### src/rofm_defines.svh
// How it works
// - With general output four set up for serial control, bit 7 of the override register drives its open-drain pin low on 0 and releases it high on 1.
// - General outputs three, two and one take their levels from bits 6, 5 and 4 when set up for serial control, in open-drain or push-pull form.
// - A general output that is not under serial control ignores its level bit and follows its power-good tree.
// - Each output level bit resets to zero unless the factory default supplies another value.
// - A rail whose force-on bit is 0 is switched only by its control input or internal power-good request.
// - Bit 3 at 1 forces the termination regulator on unless its kill bit is 0.
// - Bit 2 at 1 forces the shared rail, routed to switch b two or aux regulator one, on unless its kill bit is 0.
// - Bit 1 at 1 forces load switch b one on unless its kill bit is 0.
// - Bit 0 at 1 forces aux regulator three on unless its kill bit is 0.
// - A rail fault whose mask bit is 1 does not cause shutdown, and with the bit at 0 it does.
// - Bit 7 of the first fault-mask register masks aux regulator two.
// - Bit 6 of the first fault-mask register masks load switch a one.
// - Bits 5 to 0 of the first fault-mask register mask step-down rails six to one.
// - Bits 4 to 0 of the second fault-mask register mask aux one, termination, switch b two, switch b one and aux three.
// - A kill bit at 0 turns its rail off whatever the force-on bit and control inputs say.
`ifndef ROFM_DEFINES_SVH
`define ROFM_DEFINES_SVH

// ----------------------------------------------------------------------------
// Register offsets
// ----------------------------------------------------------------------------
`define ROFM_OFS_CTRL      8'hA1
`define ROFM_OFS_MASK1     8'hA2
`define ROFM_OFS_MASK2     8'hA3

// ----------------------------------------------------------------------------
// Reset values
// ----------------------------------------------------------------------------
`define ROFM_RST_CTRL      8'h00
`define ROFM_RST_MASK1     8'h00
`define ROFM_RST_MASK2     8'h20
`define ROFM_RST_LEVEL     4'h0

// ----------------------------------------------------------------------------
// Field positions
// ----------------------------------------------------------------------------
`define ROFM_LVL_LSB       4
`define ROFM_LVL_MSB       7
`define ROFM_FORCE_MSB     3
`define ROFM_MASK2_RO_BIT  7
`define ROFM_MASK2_USED    8'h7F

`endif

### src/rofm_pkg.sv
package rofm_pkg;

    // Index order of the four gated rails: aux three, switch b one, shared, termination.
    typedef struct packed {
        logic [3:0] out;
        logic [3:0] oe;
    } rofm_pins_t;

    typedef struct packed {
        logic [3:0] serial;
        logic [3:0] push_pull;
        logic [3:0] level_default;
        logic       shared_is_aux;
    } rofm_factory_t;

    typedef struct packed {
        logic       loaded;
        logic [7:0] ctrl;
        logic [7:0] mask1;
        logic [7:0] mask2;
        logic [7:0] rdata;
        logic [3:0] rail_en;
        logic       shutdown;
        rofm_pins_t pins;
    } rofm_state_t;

endpackage

### src/rofm_regs.sv
`timescale 1ns/1ps
`include "rofm_defines.svh"
module rofm_regs
    import rofm_pkg::*;
(
    input  wire logic          clk_sys_i,
    input  wire logic          reset_n_i,
    input  wire logic [7:0]    reg_addr_i,
    input  wire logic          reg_wr_i,
    input  wire logic [7:0]    reg_wdata_i,
    input  wire logic          reg_rd_i,
    output logic      [7:0]    reg_rdata_o,
    input  wire rofm_factory_t factory_i,
    input  wire logic [3:0]    pg_tree_i,
    input  wire logic [3:0]    rail_pin_req_i,
    input  wire logic [3:0]    rail_kill_n_i,
    input  wire logic [12:0]   rail_fault_i,
    output logic      [3:0]    rail_en_o,
    output logic               switch_b_two_en_o,
    output logic               aux_reg_one_en_o,
    output logic      [3:0]    gpo_out_o,
    output logic      [3:0]    gpo_oe_o,
    output logic               shutdown_req_o
);

    rofm_state_t st_ff;
    rofm_state_t nxt_st;
    logic [3:0]  gate_en_w;
    logic [12:0] fault_mask_w;
    logic [12:0] unmasked_w;
    logic [3:0]  level_w;

    // ------------------------------------------------------------------------
    // Rail enable gating
    // ------------------------------------------------------------------------
    genvar gi;
    generate
        for (gi = 0; gi < 4; gi++) begin : g_rail
            rofm_rail_gate u_gate (
                .force_on_i (st_ff.ctrl[gi]),
                .kill_n_i   (rail_kill_n_i[gi]),
                .pin_req_i  (rail_pin_req_i[gi]),
                .enable_o   (gate_en_w[gi])
            );
        end
    endgenerate

    // ------------------------------------------------------------------------
    // Fault masking
    // ------------------------------------------------------------------------
    // mask bit layout
    assign fault_mask_w = {st_ff.mask2[4:0], st_ff.mask1};
    assign unmasked_w   = rail_fault_i & ~fault_mask_w;
    assign level_w      = st_ff.ctrl[`ROFM_LVL_MSB:`ROFM_LVL_LSB];

    // ------------------------------------------------------------------------
    // Next state
    // ------------------------------------------------------------------------
    always_comb begin
        nxt_st = st_ff;
        if (!st_ff.loaded) begin
            nxt_st.loaded = 1'b1;
            nxt_st.ctrl[`ROFM_LVL_MSB:`ROFM_LVL_LSB] = factory_i.level_default;
        end
        if (reg_wr_i) begin
            unique case (reg_addr_i)
                `ROFM_OFS_CTRL: begin
                    nxt_st.ctrl = reg_wdata_i;
                end
                `ROFM_OFS_MASK1: begin
                    nxt_st.mask1 = reg_wdata_i;
                end
                `ROFM_OFS_MASK2: begin
                    nxt_st.mask2 = reg_wdata_i & `ROFM_MASK2_USED;
                end
                default: begin
                end
            endcase
        end
        nxt_st.rdata = 8'h00;
        if (reg_rd_i) begin
            unique case (reg_addr_i)
                `ROFM_OFS_CTRL: begin
                    nxt_st.rdata = st_ff.ctrl;
                end
                `ROFM_OFS_MASK1: begin
                    nxt_st.rdata = st_ff.mask1;
                end
                `ROFM_OFS_MASK2: begin
                    nxt_st.rdata = st_ff.mask2;
                end
                default: begin
                    nxt_st.rdata = 8'h00;
                end
            endcase
        end
        nxt_st.rail_en  = gate_en_w;
        nxt_st.shutdown = |unmasked_w;
        for (int i = 0; i < 4; i++) begin
            if (factory_i.serial[i]) begin
                if (factory_i.push_pull[i] && i != 3) begin
                    nxt_st.pins.out[i] = level_w[i];
                    nxt_st.pins.oe[i]  = 1'b1;
                end else begin
                    nxt_st.pins.out[i] = 1'b0;
                    nxt_st.pins.oe[i]  = ~level_w[i];
                end
            end else if (factory_i.push_pull[i] && i != 3) begin
                nxt_st.pins.out[i] = pg_tree_i[i];
                nxt_st.pins.oe[i]  = 1'b1;
            end else begin
                nxt_st.pins.out[i] = 1'b0;
                nxt_st.pins.oe[i]  = ~pg_tree_i[i];
            end
        end
    end

    always_ff @(posedge clk_sys_i or negedge reset_n_i) begin
        if (!reset_n_i) begin
            st_ff          <= '0;
            st_ff.ctrl     <= `ROFM_RST_CTRL;
            st_ff.mask1    <= `ROFM_RST_MASK1;
            st_ff.mask2    <= `ROFM_RST_MASK2;
        end else begin
            st_ff <= nxt_st;
        end
    end

    // ------------------------------------------------------------------------
    // Outputs
    // ------------------------------------------------------------------------
    assign reg_rdata_o       = st_ff.rdata;
    assign rail_en_o         = st_ff.rail_en;
    assign switch_b_two_en_o = st_ff.rail_en[2] & ~factory_i.shared_is_aux;
    assign aux_reg_one_en_o  = st_ff.rail_en[2] & factory_i.shared_is_aux;
    assign gpo_out_o         = st_ff.pins.out;
    assign gpo_oe_o          = st_ff.pins.oe;
    assign shutdown_req_o    = st_ff.shutdown;

    // ------------------------------------------------------------------------
    // Assertions
    // ------------------------------------------------------------------------
    property p_kill_off;
        @(posedge clk_sys_i) disable iff (!reset_n_i)
        !rail_kill_n_i[0] |=> !rail_en_o[0];
    endproperty
    a_kill_off: assert property (p_kill_off) else $error("killed rail stayed on");

    property p_force_on;
        @(posedge clk_sys_i) disable iff (!reset_n_i)
        (st_ff.ctrl[3] && rail_kill_n_i[3]) |=> rail_en_o[3];
    endproperty
    a_force_on: assert property (p_force_on) else $error("forced rail not on");

    property p_pin_follow;
        @(posedge clk_sys_i) disable iff (!reset_n_i)
        (!st_ff.ctrl[1] && rail_kill_n_i[1]) |=> rail_en_o[1] == $past(rail_pin_req_i[1]);
    endproperty
    a_pin_follow: assert property (p_pin_follow) else $error("rail ignored its pin");

    property p_shutdown;
        @(posedge clk_sys_i) disable iff (!reset_n_i)
        ##1 shutdown_req_o == |$past(unmasked_w);
    endproperty
    a_shutdown: assert property (p_shutdown) else $error("shutdown mismatch");

    property p_masked_quiet;
        @(posedge clk_sys_i) disable iff (!reset_n_i)
        (rail_fault_i == 13'h0040 && st_ff.mask1[6]) |=> !shutdown_req_o;
    endproperty
    a_masked_quiet: assert property (p_masked_quiet) else $error("masked fault shut down");

    property p_unmasked_trip;
        @(posedge clk_sys_i) disable iff (!reset_n_i)
        (rail_fault_i[12] && !st_ff.mask2[4]) |=> shutdown_req_o;
    endproperty
    a_unmasked_trip: assert property (p_unmasked_trip) else $error("fault not seen");

    property p_out_four;
        @(posedge clk_sys_i) disable iff (!reset_n_i)
        factory_i.serial[3] |=> (gpo_oe_o[3] == !$past(level_w[3])) && !gpo_out_o[3];
    endproperty
    a_out_four: assert property (p_out_four) else $error("out four level wrong");

    property p_pg_follow;
        @(posedge clk_sys_i) disable iff (!reset_n_i)
        (!factory_i.serial[0] && factory_i.push_pull[0]) |=> gpo_out_o[0] == $past(pg_tree_i[0]);
    endproperty
    a_pg_follow: assert property (p_pg_follow) else $error("out one ignored pg tree");

    property p_mask1_write;
        @(posedge clk_sys_i) disable iff (!reset_n_i)
        (reg_wr_i && reg_addr_i == `ROFM_OFS_MASK1) |=> st_ff.mask1 == $past(reg_wdata_i);
    endproperty
    a_mask1_write: assert property (p_mask1_write) else $error("mask1 write lost");

    property p_mask2_ro;
        @(posedge clk_sys_i) disable iff (!reset_n_i)
        (reg_rd_i && reg_addr_i == `ROFM_OFS_MASK2) |=> !reg_rdata_o[`ROFM_MASK2_RO_BIT];
    endproperty
    a_mask2_ro: assert property (p_mask2_ro) else $error("mask2 bit 7 not zero");

    c_forced: cover property (@(posedge clk_sys_i) disable iff (!reset_n_i)
        st_ff.ctrl[0] && !rail_pin_req_i[0] ##1 rail_en_o[0]);
    c_trip: cover property (@(posedge clk_sys_i) disable iff (!reset_n_i)
        |rail_fault_i ##1 shutdown_req_o);
    c_masked: cover property (@(posedge clk_sys_i) disable iff (!reset_n_i)
        |rail_fault_i && !(|unmasked_w));
    c_serial_pin: cover property (@(posedge clk_sys_i) disable iff (!reset_n_i)
        factory_i.serial[1] && level_w[1]);

endmodule // rofm_regs

### src/rofm_rail_gate.sv
`timescale 1ns/1ps
module rofm_rail_gate (
    input  wire logic force_on_i,
    input  wire logic kill_n_i,
    input  wire logic pin_req_i,
    output logic      enable_o
);
    // The kill bit dominates; otherwise the force bit or the pin request turns the rail on.
    assign enable_o = kill_n_i & (force_on_i | pin_req_i);
endmodule // rofm_rail_gate

### config.mk
export PLATFORM = sky130hd
export DESIGN_NAME = rofm_regs
export DESIGN_NICKNAME = d
export VERILOG_FILES = /design/src/rofm_pkg.sv /design/src/rofm_regs.sv /design/src/rofm_rail_gate.sv
export VERILOG_INCLUDE_DIRS = /design/src /design/src/src
export SDC_FILE = /design/constraint.sdc
export NUM_CORES = 1
export LEC_CHECK = 0
export BUFFER_PORTS_ARGS = -buffer_cell sky130_fd_sc_hd__buf_2
export CAP_MARGIN = 20
export CORE_MARGIN = 2
export CORE_UTILIZATION = 30
export CTS_CLUSTER_DIAMETER = 30
export DETAILED_ROUTE_END_ITERATION = 8
export PLACE_DENSITY_LB_ADDON = 0.2
export SKIP_LAST_GASP = 1
export SLEW_MARGIN = 0
export SYNTH_ARGS = -nofsm -noshare
export SYNTH_HDL_FRONTEND = slang
export SYNTH_SLANG_ARGS = --single-unit
export TNS_END_PERCENT = 5
### constraint.sdc
create_clock -name clk_sys_i -period 2.1 [get_ports clk_sys_i]
set_clock_uncertainty 0.1 [all_clocks]
set_input_delay 0.42 -clock clk_sys_i [delete_from_list [all_inputs] [get_ports clk_sys_i]]
set_output_delay 0.42 -clock clk_sys_i [all_outputs]
set_load 0.01 [all_outputs]
### Word-level counts from Yosys, hierarchy flattened

Cells that the tools add are included.

| operators by class | value |
|---|---|
| equal/unequal tests | 3 |
| multiplexer cells | 26 |
| bitwise gates (word level) | 21 |
| reduce and logical (&&, ||, !) cells | 4 |

Operator list:

| kind | count |
|---|---|
| $eq A8 B8 Y1 const B | 3 |
| $mux W24 | 1 |
| $mux W8 | 3 |
| $pmux W8 S3 | 1 |
| $mux W1 | 19 |
| $and A13 B13 Y13 | 1 |
| $not A13 Y13 | 1 |
| $reduce_or A13 Y1 | 1 |
| $not A1 Y1 | 9 |
| $mux W7 | 1 |
| $and A1 B1 Y1 | 6 |
| $reduce_and A2 Y1 | 3 |
| $mux W4 | 1 |
| $or A1 B1 Y1 | 4 |

| word-level totals | value |
|---|---|
| register bits | 44 |
| input bits | 58 |
| output and inout bits | 23 |
| word-level logic and storage cells | 64 |

### Depth between registers and ports, before layout

Gate-level depths: netlist of the first run.

| depth | value |
|---|---|
| depth in word-level cells | 3 |
| gate-level depth with buffers | 7 |
| mapped depth without buffers | 4 |

### By module

Synthesis of the first run repeated with hierarchy kept, for this count alone.

| unflattened totals | value |
|---|---|
| cell total of the unflattened synthesis | 167 |
| area total of the unflattened synthesis | 2077.0 um^2 |

By module, submodules not included:

| module | instances | cells each | area each (um^2) | seq. area each (um^2) |
|---|---|---|---|---|
| rofm_regs | 1 | 163 | 2047.0 | 1102.3 |
| rofm_rail_gate | 4 | 1 | 7.5 | 0.0 |

### Least setup slack after synthesis of the first run

No wires, ideal clock.

| timing path | value |
|---|---|
| path kind | input port to flip-flop |
| start | in reg_addr_i[3] |
| end | reg st_ff, in the netlist fault_mask_w[10] |
| setup time | 0.125 ns |
| arrival time | 1.442 ns |
| required time | 1.875 ns |
| path slack | 0.433 ns |
| cell stages on the path | 4 |
| path through | nor4b_4 -> and3_2 -> nand3_4 -> mux2_4 |

| between the ends | value |
|---|---|
| word-level cells in the longest chain between the ends | 2 |

RTL lines:

| item | line | source |
|---|---|---|
| start: declaration | rofm_regs.sv:8 | `input wire logic [7:0] reg_addr_i,` |
| $eq A8 B8 Y1 | rofm_regs.sv:66 | `unique case (reg_addr_i)` |
| $reduce_and A2 Y1 (no source line) | - |  |
| end signal: assignment | rofm_regs.sv:125 | `st_ff <= nxt_st;` |
| end: declaration | rofm_regs.sv:26 | `rofm_state_t st_ff;` |

No other way between the ends.
A chain may end at the register's enable or synchronous reset.

### Final worst setup path of the first run

| timing path | value |
|---|---|
| start | in reg_addr_i[3] |
| end | reg st_ff, in the netlist fault_mask_w[5] |

The elaborated chain is that of the path after synthesis.

==> summary.txt, run 1 <==
Die
  – Row Count: 30
  – Initial Util: a little under a third
  – Die area: ~7600 um^2
  – Die X: 87.1 um
  – IO Count: about 80
  – Core Box Area: between 6000 and 7000 um^2
  – Chip height: around 87 um

Layout
  – Synth-to-Final Area Change: 21.3%
  – Share of cells above drive strength 1: 45.9%
  – Util after Layout: between 30% and 40%
  – Final nets: between 200 and 300
  – Most frequent cells in the layout: buf_2 (78), dfrtp_1 (43), inv_1 (13)
  – # fillers: 703
  – # diodes: 0
  – Multi-input logic area: 747 um^2
  – Final instance area: 2510 um^2
  – Sequential Area: 1100 um^2
  – Most common cell after layout, fill and taps aside: buf_2

Job
  – Max Cap Violations: 0

Placed design
  – Dpl cell area: 2430 um^2
  – Post-DP HPWL: 3520 um
  – Port Buffers: 78
  – Pre-CTS setup slack: 0.187 ns
  – Final GP Congestion: 0.761

Power
  – P_leak: 0.00133 uW
  – Worst VDD drop: 0.220 mV
  – Overall power: between 1500 and 2000 uW
  – Cell area power density: about 650 nW/um^2

Synth
  – Syn Inst Count: 175
  – Post-synthesis xor/xnor area fraction: 0%
  – Synth area leaders: dfrtp_1 (52%), buf_4 (7.6%), mux2_1 (5.4%), mux2_4 (5.1%), mux2i_1 (3.9%)
  – Post-synthesis compound-gate area fraction: 8.39%
  – Post-synthesis cell area: a little over 2000 um^2
  – Synth Net Count: approximately 230
  – Synth Register Bits: 44
  – Share of the synthesized area in the top cell type: 51.9%
  – Seq/Total Area, Yosys: 53.2%
  – Commonest register cell after synthesis: dfrtp_1
  – Async S/R FF share, synth: 100%
  – Synth Area in Simple Gates: 10.2%
  – Area share of fa/ha/maj cells after synthesis: 0%
  – EDFF count, synth: 0
  – Post-synthesis mux area share: roughly 17%
  – Synth area leader: dfrtp_1
  – Ys Warns: 0
  – Largest family of logic cells by synthesized area: multiplexers
  – Yosys cell types: 30
  – Average size of a mapped cell: 11.8 um^2

Timing
  – Setup TNS: 0 ns
  – Hold slack: -0.00857 ns
  – Final setup viols: 0
  – RSZ-0062 raised after global routing: no
  – Part of the cycle the worst path needs: 75.8%
  – Worst-Margin Slew: 0.522 ns
  – Worst setup margin: 0.507 ns
  – Final Hold Violating Endpoints: 12
  – Fmax: 0.628 GHz
  – Slew Viols, Final: 0
  – Post-layout min period: 1.59 ns
  – Slew headroom: 65.2%

Drt
  – WL final: 4540 um
  – Routed Antenna Nets: 0
  – # DRC: 0
  – Vias/cell: around 4.5
  – Drt first-iter violations: 32
  – Avg WL per Cell: approximately 14 um
  – Drt first pass iters: 4
  – Vias: 1,454

CTS
  – Clock buffer depth: 2
  – Worst-path clk slew: 0.08 ns
  – Number of hold buffers added after cts: 0
  – H-tree depth: 2
  – Post-CTS Resized: 0
  – Cts bufs inserted: 5
  – Worst-skew pair later-pin latency: 0.29 ns
  – Sink Count: 44
  – Setup repair bufs after CTS: 0
  – Root buffer cell: clkbuf_8
  – CTS tree: done

Global route
  – Largest net degree at the start of global routing: 24
  – Gr usage total: 12.7%
  – Grt ovf: 0
  – Vias in the first global route: roughly 1,400
  – Initial antenna violation count: 0
  – First-pass GRT wire length: 7220 um

Setup path
  – Worst path slowest cell: mux2_1
  – Critical Path RT: 2.18 ns
  – Worst Setup End Kind: flop
  – Worst path cell trace: buf_2, nor4b_4, and3_2, nand2_2, mux2_1
  – Critical Path Start Type: primary input
  – CP top delay family: simple AND/OR/NAND/NOR gates
  – Crit-path max cell delay: ~0.36 ns
  – WP buf/inv: 1
  – Critical path class: in -> reg
  – WP data arrival: about 1.7 ns
  – Crit-path max FO: 8

Run status
  – Status: complete, but fails checks
  – Failing checks: negative hold slack

Min path
  – Worst Hold Class: in -> async
## report_power, final
part	total (uW)	switching [uW]	internal, uW
combinational	201	95.9	105
clock	511	277	234
sequential	913	24.7	888
total	1620	397	1230
## worst reg2reg max path, stage by stage, from the launching register on
cell     delay [ns]
dfrtp_1        0.41
mux2_2         0.28
a22oi_1        0.15
nor2_1         0.06
## path summary, 6_finish.rpt
check	endpoint	slack, ns	from	depth (start not counted)
min	gpo_oe_o[1]	-0.009	reset_n_i	1
max	fault_mask_w[5]	0.51	reg_addr_i[3]	5
min reg2reg	fault_mask_w[0]	0.40	fault_mask_w[0]	1
max reg2reg	reg_rdata_o[1]	0.98	fault_mask_w[1]	3
min in group clk_sys_i	gpo_oe_o[3]	0.20	pg_tree_i[3]	2
max in group asynchronous	fault_mask_w[8]	1.32	reset_n_i	2
## stage by stage
step	hold slack, ns	cells
final	-0.00857	322
after global routing	0.0254	322
after CTS	0.00863	322
after detailed placement	0.328	314
after global placement	0.326	314
after floorplan	0.0244	175
## logic make-up (layout without fill, tap and decap cells)
| logic type | Yosys count | count (layout) |
|---|---|---|
| AND/OR/NAND/NOR | 35 | 35 |
| multiplexers | 30 | 30 |
| other | 2 | 2 |
| AO/OA/AOI/OAI | 26 | 26 |
| flip-flops | 44 | 44 |
| buffers and inverters | 38 | 105 |
## cell type report
class	instances	area share [%]
Clock buffer	7	3.03
Tap cell	80	3.98
Sequential cell	44	43.8
Clock inverter	1	0.199
Multi-Input combinational cell	93	29.7
Inverter	13	1.94
Timing Repair Buffer	84	17.3
## synth_stat cells, types with 3 or more instances
cell type	n
dfrtp_1	43
buf_4	21
inv_1	13
nor2_1	12
mux2_1	10
a22oi_1	8
mux2i_1	8
mux2_4	7
nor2b_1	7
mux2_2	5
a21oi_1	4
nand2_1	4
o21a_1	4
o21ai_0	4
o22ai_1	4
or2_2	3
## state kept, by name, summed over array words and instances (netlist names)
register	flops
level_w	4
st_ff	7
reg_rdata_o	8
shutdown_req_o	1
rail_en_o	4
fault_mask_w	13
gpo_out_o	3
gpo_oe_o	4
## routing by layer
layer / global-route usage (%) / wire [um] / vias up
li1: - / - / 702
met1: 16.5 / 2000 / 698
met2: 20.9 / 2270 / 49
met3: 3.13 / 209 / 5
met4: 4.20 / 63 / 0
met5: 0 / 0 / -
No activity file was read; power rests on OpenSTA's default activity.
==> inputs of run 2 (changes only) <==
ABC_AREA = 1   (was default)
clock period = 1.37 ns   (was 2.1 ns; I/O delays follow)
==> summary.txt, run 2 <==
Run status
  – Status: finished clean (was complete, but fails checks)

CTS
  – Worst-skew pair later-pin latency: 0.30 ns (was 0.29 ns)
  – H-tree depth: 2 (unchanged)
  – Cts bufs inserted: 5 (unchanged)
  – Sink Count: 44 (unchanged)
  – Root buffer cell: clkbuf_8 (unchanged)
  – CTS tree: done (unchanged)
  – Worst-path clk slew: 0.08 ns (about the same)
  – Clock buffer depth: 2 (unchanged)

Setup path
  – R2R Path Start: fault_mask_w[5] (was fault_mask_w[1])
  – Worst path slowest cell: dfrtp_1 (was mux2_1)
  – Critical path class: reg -> out (was in -> reg)
  – CP top delay family: flip-flops (was simple AND/OR/NAND/NOR gates)
  – WP buf/inv: 2 (was 1)
  – Number of cells on the critical path: 3 (was 5)
  – Crit-path max FO: 3 (was 8)
  – Critical Path RT: 1.00 ns (was 2.18 ns)
  – Crit-path max cell delay: 0.36 ns (about the same)
  – WP data arrival: 0.89 ns (was 1.67 ns)
  – Worst Setup End Kind: output port (was flop)
  – CP endpoint: switch_b_two_en_o (was fault_mask_w[5])
  – Worst reg2reg setup slack: 0.35 ns (was 0.98 ns)
  – FF-to-FF path depth: 5 (was 3)
  – Reg-to-reg endpoint: shutdown_req_o (was reg_rdata_o[1])
  – Worst path cell trace: inv_1, nor2_1, buf_2 (was buf_2, nor4b_4, and3_2, nand2_2, mux2_1)
  – Critical Path Source: rail_en_o[2] (was reg_addr_i[3])
  – Critical Path Start Type: flop (was primary input)

Die
  – Die area: 8210 um^2 (was 7590 um^2)
  – Die X: 90.6 um (was 87.1 um)
  – Row Count: 31 (was 30)
  – IO Count: 81 (unchanged)
  – Chip height: 90.6 um (was 87.1 um)
  – Initial Util: 31.0% (was 30.7%)
  – Core Box Area: 7250 um^2 (was 6760 um^2)

Placed design
  – Post-DP HPWL: 3900 um (was 3520 um)
  – Dpl cell area: 2630 um^2 (was 2430 um^2)
  – Port Buffers: 78 (unchanged)
  – Pre-CTS setup slack: -0.0630 ns (was 0.187 ns)
  – Final GP Congestion: 0.792 (was 0.761)
  – Placed cell count: 409 (was 314)

Global route
  – Grt ovf: 0 (unchanged)
  – Vias in the first global route: 1,684 (was 1,419)
  – Initial antenna violation count: 0 (unchanged)
  – Largest net degree at the start of global routing: 23 (was 24)
  – Gr usage total: 12.4% (was 12.7%)
  – First-pass GRT wire length: 8070 um (was 7220 um)

Synth
  – Area share of fa/ha/maj cells after synthesis: 0% (unchanged)
  – Synth area leader: dfrtp_1 (unchanged)
  – Synth Register Bits: 44 (unchanged)
  – Syn Inst Count: 250 (was 175)
  – Post-synthesis compound-gate area fraction: 7.34% (was 8.39%)
  – EDFF count, synth: 0 (unchanged)
  – Post-synthesis cell area: 2250 um^2 (was 2070 um^2)
  – Commonest register cell after synthesis: dfrtp_1 (unchanged)
  – Synth Area in Simple Gates: 24.7% (was 10.2%)
  – Largest family of logic cells by synthesized area: simple AND/OR/NAND/NOR gates (was multiplexers)
  – Average size of a mapped cell: 9.00 um^2 (was 11.8 um^2)
  – Synth Net Count: 308 (was 233)
  – Post-synthesis mux area share: 3.56% (was 17.1%)
  – Yosys cell types: 24 (was 30)
  – Share of the synthesized area in the top cell type: 47.8% (was 51.9%)
  – Ys Warns: 0 (unchanged)
  – Post-synthesis xor/xnor area fraction: 0% (unchanged)
  – Seq/Total Area, Yosys: 49.0% (was 53.2%)
  – Most frequent cell after synthesis: nand2_1 (was dfrtp_1)
  – Synth top cells by count: nand2_1 (57), dfrtp_1 (43), inv_1 (32), nand3_1 (30), o21ai_0 (21) (was dfrtp_1 (43), buf_4 (21), inv_1 (13), nor2_1 (12), mux2_1 (10))
  – Async S/R FF share, synth: 100% (unchanged)
  – Synth area leaders: dfrtp_1 (48%), nand2_1 (9.5%), buf_4 (6.7%), nand3_1 (6.7%), inv_1 (5.3%) (was dfrtp_1 (52%), buf_4 (7.6%), mux2_1 (5.4%), mux2_4 (5.1%), mux2i_1 (3.9%))

Drt
  – Vias: 1,709 (was 1,454)
  – Vias/cell: 4.09 (was 4.52)
  – WL met1: 2310 um (was 2000 um)
  – # DRC: 0 (unchanged)
  – Avg WL per Cell: 11.4 um (was 14.1 um)
  – Met3 wire len: 285 um (was 209 um)
  – Drt first pass iters: 4 (unchanged)
  – WL final: 4770 um (was 4540 um)
  – Routed Antenna Nets: 0 (unchanged)
  – Drt first-iter violations: 65 (was 32)
  – Top routing layer in use: met4 (unchanged)
  – Met2 wire length: 2100 um (was 2270 um)

Layout
  – Share of cells above drive strength 1: 35.1% (was 45.9%)
  – Most frequent cells in the layout: buf_2 (78), nand2_1 (57), dfrtp_1 (43) (was buf_2 (78), dfrtp_1 (43), inv_1 (13))
  – Final nets: 376 (was 299)
  – Max reg flops: 13 (unchanged)
  – Most common cell after layout, fill and taps aside: buf_2 (unchanged)
  – Final instance area: 2730 um^2 (was 2510 um^2)
  – Sequential Area: 1100 um^2 (unchanged)
  – # diodes: 0 (unchanged)
  – Synth-to-Final Area Change: 21.3% (about the same)
  – # fillers: 783 (was 703)
  – Non-filler cells in the finished layout: 418 (was 322)
  – Multi-input logic area: 810 um^2 (was 747 um^2)

Timing
  – Final setup viols: 0 (unchanged)
  – Fmax: ~0.79 GHz
  – Worst setup margin: 0.104 ns (was 0.507 ns)
  – Setup TNS: 0 ns (unchanged)
  – Part of the cycle the worst path needs: 92.4%
  – RSZ-0062 raised after global routing: no (unchanged)
  – Slew Viols, Final: 0 (unchanged)
  – Final Hold Violating Endpoints: 0 (was 12)
  – Post-layout min period: 1.27 ns

Min path
  – Worst Hold Class: in -> reg (was in -> async)

Power
  – Cell area power density: 961 nW/um^2 (was 646 nW/um^2)
  – Overall power: 2620 uW (was 1620 uW)
  – Worst VDD drop: 0.421 mV (was 0.220 mV)
  – P_leak: 0.00156 uW (was 0.00133 uW)

Job
  – Max Cap Violations: 0 (unchanged)
==> run 2: per-stage QoR <==
stage	hold WS, ns	utilization (%)
after floorplan	-0.122	-
after global placement	0.0890	36.2
after detailed placement	0.0891	36.2
after CTS	0.0293	37.6
after global routing	0.0344	37.6
final	0.0455	37.6
==> run 2: worst min path at each step <==
| stage | start | to | slack (ns) | cells past startpoint |
|---|---|---|---|---|
| 6_report | pg_tree_i[3] | gpo_oe_o[3] | 0.05 | 2 |
| 5_1_grt | pg_tree_i[3] | gpo_oe_o[3] | 0.03 | 2 |
| 4_1_cts | pg_tree_i[3] | gpo_oe_o[3] | 0.03 | 2 |
| 3_5_place_dp | reset_n_i | fault_mask_w[7] | 0.09 | 1 |
| 3_3_place_gp | reset_n_i | fault_mask_w[7] | 0.09 | 1 |
| 2_1_floorplan | reset_n_i | fault_mask_w[0] | -0.12 | 0 |
==> run 2: layer usage <==
layer | vias up | global-route usage, %
li1 | 905 | -
met1 | 751 | 16.8
met2 | 47 | 18.8
met3 | 6 | 3.59
met4 | 0 | 4.23
met5 | - | 0
==> run 2: power by group <==
group / internal [uW] / total [uW] / leakage [uW] / switching [uW]
logic: 163 / 356 / 0.000998 / 193
clock network: 402 / 833 / 0.0000510 / 430
registers: 1380 / 1430 / 0.000515 / 49.2
total: 1950 / 2620 / 0.00156 / 673
==> run 2: area by class of cell <==
class | count | area share, %
repair buffers | 88 | 17.6
inverters | 32 | 4.40
multi-input cells | 147 | 29.7
clock buffers | 6 | 3.03
flip-flops and latches | 44 | 40.4
clock inverters | 2 | 0.367
well taps | 99 | 4.54
==> run 2: cell families after synthesis <==
group	Yosys count
buffers and inverters	59
multiplexers	8
flip-flops	44
other	2
AO/OA/AOI/OAI	29
AND/OR/NAND/NOR	108
==> run 2: what timing repair did <==
item	CTS	global route
endpoints found under the hold margin	8	0
setup buffers	0	0
hold buffers	1	0
gates resized for setup	0	0
==> inputs of run 3 (changes only) <==
REMOVE_ABC_BUFFERS = 1   (was default)
==> summary.txt, run 3 (synthesized netlist as in run 2, its figures left out) <==
Layout
  – Synth-to-Final Area Change: 21.7% (was 21.3%)
  – # diodes: 0 (unchanged)
  – # fillers: 799 (was 783)
  – Final instance area: 2740 um^2 (was 2730 um^2)
  – Non-filler cells in the finished layout: 417 (was 418)
  – Most frequent cells in the layout: buf_2 (78), nand2_1 (57), dfrtp_1 (43) (unchanged)
  – Multi-input logic area: 810 um^2 (unchanged)
  – Sequential Area: 1100 um^2 (unchanged)
  – Util after Layout: 37.8% (was 37.6%)
  – Most common cell after layout, fill and taps aside: buf_2 (unchanged)
  – Final nets: 375 (was 376)
  – Share of cells above drive strength 1: 34.9% (was 35.1%)
  – Max reg flops: 13 (unchanged)

Drt
  – Drt first-iter violations: 109 (was 65)
  – WL final: 4950 um (was 4770 um)
  – Routed Antenna Nets: 0 (unchanged)
  – Avg WL per Cell: 11.9 um (was 11.4 um)
  – Vias/cell: 4.14 (was 4.09)
  – Vias: 1,728 (was 1,709)
  – # DRC: 0 (unchanged)
  – Drt first pass iters: 4 (unchanged)

Timing
  – Final setup viols: 0 (unchanged)
  – Worst-Margin Slew: between 0.5 and 0.6 ns
  – Slew Viols, Final: 0 (unchanged)
  – Part of the cycle the worst path needs: 94.3% (was 92.4%)
  – RSZ-0062 raised after global routing: yes (was no)
  – Post-layout min period: 1.29 ns (was 1.27 ns)
  – Final Hold Violating Endpoints: 0 (unchanged)
  – Slew headroom: between 60% and 70%
  – Hold slack: 0.0400 ns (was 0.0455 ns)
  – Fmax: 0.774 GHz (was 0.790 GHz)

Setup path
  – Critical Path Start Type: flop (unchanged)
  – Worst Setup End Kind: output port (unchanged)
  – Critical path class: reg -> out (unchanged)
  – Critical Path RT: 1.00 ns (about the same)
  – Crit-path max FO: 3 (unchanged)
  – WP data arrival: 0.92 ns (was 0.89 ns)

Power
  – Net switching fraction of the power: 26.5% (was 25.7%)
  – Worst VDD drop: 0.365 mV (was 0.421 mV)
  – Reg power frac: 53.7% (was 54.7%)
  – Power share of the clock group: 32.8% (was 31.8%)
  – Cell area power density: 972 nW/um^2 (was 961 nW/um^2)
  – P_leak: 0.00155 uW (was 0.00156 uW)
  – Switching pwr: 705 uW (was 673 uW)
  – Combinational share of power: 13.5% (was 13.6%)
  – Pint: 1960 uW (was 1950 uW)

CTS
  – Clock buffer depth: 2 (unchanged)
  – Worst-skew pair later-pin latency: 0.30 ns (about the same)
  – Root buffer cell: clkbuf_8 (unchanged)
  – H-tree depth: 2 (unchanged)
  – CTS tree: done (unchanged)
  – Worst-path clk slew: 0.08 ns (about the same)
  – Cts bufs inserted: 5 (unchanged)
  – Post-CTS Resized: 0 (unchanged)
  – Sink Count: 44 (unchanged)

Global route
  – Initial antenna violation count: 0 (unchanged)
  – Vias in the first global route: 1,680 (was 1,684)
  – Grt ovf: 0 (unchanged)
  – Largest net degree at the start of global routing: 19 (was 23)
  – Gr usage total: 12.5% (was 12.4%)
  – First-pass GRT wire length: 8110 um (was 8070 um)

Placed design
  – Dpl cell area: 2630 um^2 (about the same)
  – Port Buffers: 78 (unchanged)
  – Final GP Congestion: 0.732 (was 0.792)
  – Post-DP HPWL: 3890 um (was 3900 um)
  – Placed cell count: 408 (was 409)

Die
  – Chip height: 90.6 um (unchanged)
  – Initial Util: 31.0% (unchanged)
  – Core Box Area: 7250 um^2 (unchanged)
  – IO Count: 81 (unchanged)
  – Die X: 90.6 um (unchanged)
  – Row Count: 31 (unchanged)
  – Die area: 8210 um^2 (unchanged)

Min path
  – Worst Hold Class: in -> reg (unchanged)

Job
  – Max Cap Violations: 0 (unchanged)

Run status
  – Status: finished clean (unchanged)
[run 3: worst max-delay path, stage by stage (launching register included)]
cell     delay, ns
dfrtp_1       0.37
inv_1         0.04
nor2_1        0.08
buf_2         0.13
[run 3: through the flow]
| stage | setup TNS (ns) | setup WS [ns] | total power [uW] |
|---|---|---|---|
| floorplan | 0 | 0.0718 | 1610 |
| global placement | -0.127 | -0.0228 | 1820 |
| detailed placement | -0.320 | -0.0409 | 1820 |
| CTS | 0 | 0.0721 | 2690 |
| global route | -0.0145 | -0.0145 | 2790 |
| finish | 0 | 0.0776 | 2660 |
[run 3: timing repair]
action                                  4_1_cts  5_1_grt
hold buffers                                  1        0
buffers inserted                              0        0
endpoints found under the setup margin        0        1
hold endpoints to repair                      9        0
[run 3: area by class of cell]
cell class | count | area share (%)
repair buffers | 87 | 17.7
clock buffers | 6 | 3.02
well taps | 99 | 4.52
clock inverters | 2 | 0.548
inverters | 32 | 4.39
flip-flops and latches | 44 | 40.2
multi-input cells | 147 | 29.6
[run 3: power groups by stage]
stage | sequential (uW) | clock (uW) | combinational (uW)
after floorplan | 1460 | 0 | 144
after CTS | 1430 | 891 | 369
after global routing | 1440 | 940 | 407
after global placement | 1460 | 0 | 360
final | 1430 | 873 | 359
after detailed placement | 1460 | 0 | 365
[run 3: metal layers]
metal | routed length (um) | up-vias | GRT usage [%]
li1 | - | 898 | -
met1 | 2290 | 781 | 16.9
met2 | 2380 | 41 | 20.0
met3 | 206 | 8 | 2.50
met4 | 76 | 0 | 4.23
met5 | 0 | - | 0
[run 3: worst paths after layout]
| path | endpoint | start | depth (start not counted) | slack (ns) |
|---|---|---|---|---|
| max in group asynchronous | rail_en_o[0] | reset_n_i | 3 | 0.46 |
| min reg2reg | st_ff[26] | st_ff[26] | 2 | 0.38 |
| min | gpo_oe_o[3] | pg_tree_i[3] | 2 | 0.04 |
| max | switch_b_two_en_o | rail_en_o[2] | 3 | 0.08 |
| min in group asynchronous | st_ff[27] | reset_n_i | 2 | 0.30 |
| max reg2reg | shutdown_req_o | fault_mask_w[6] | 5 | 0.33 |
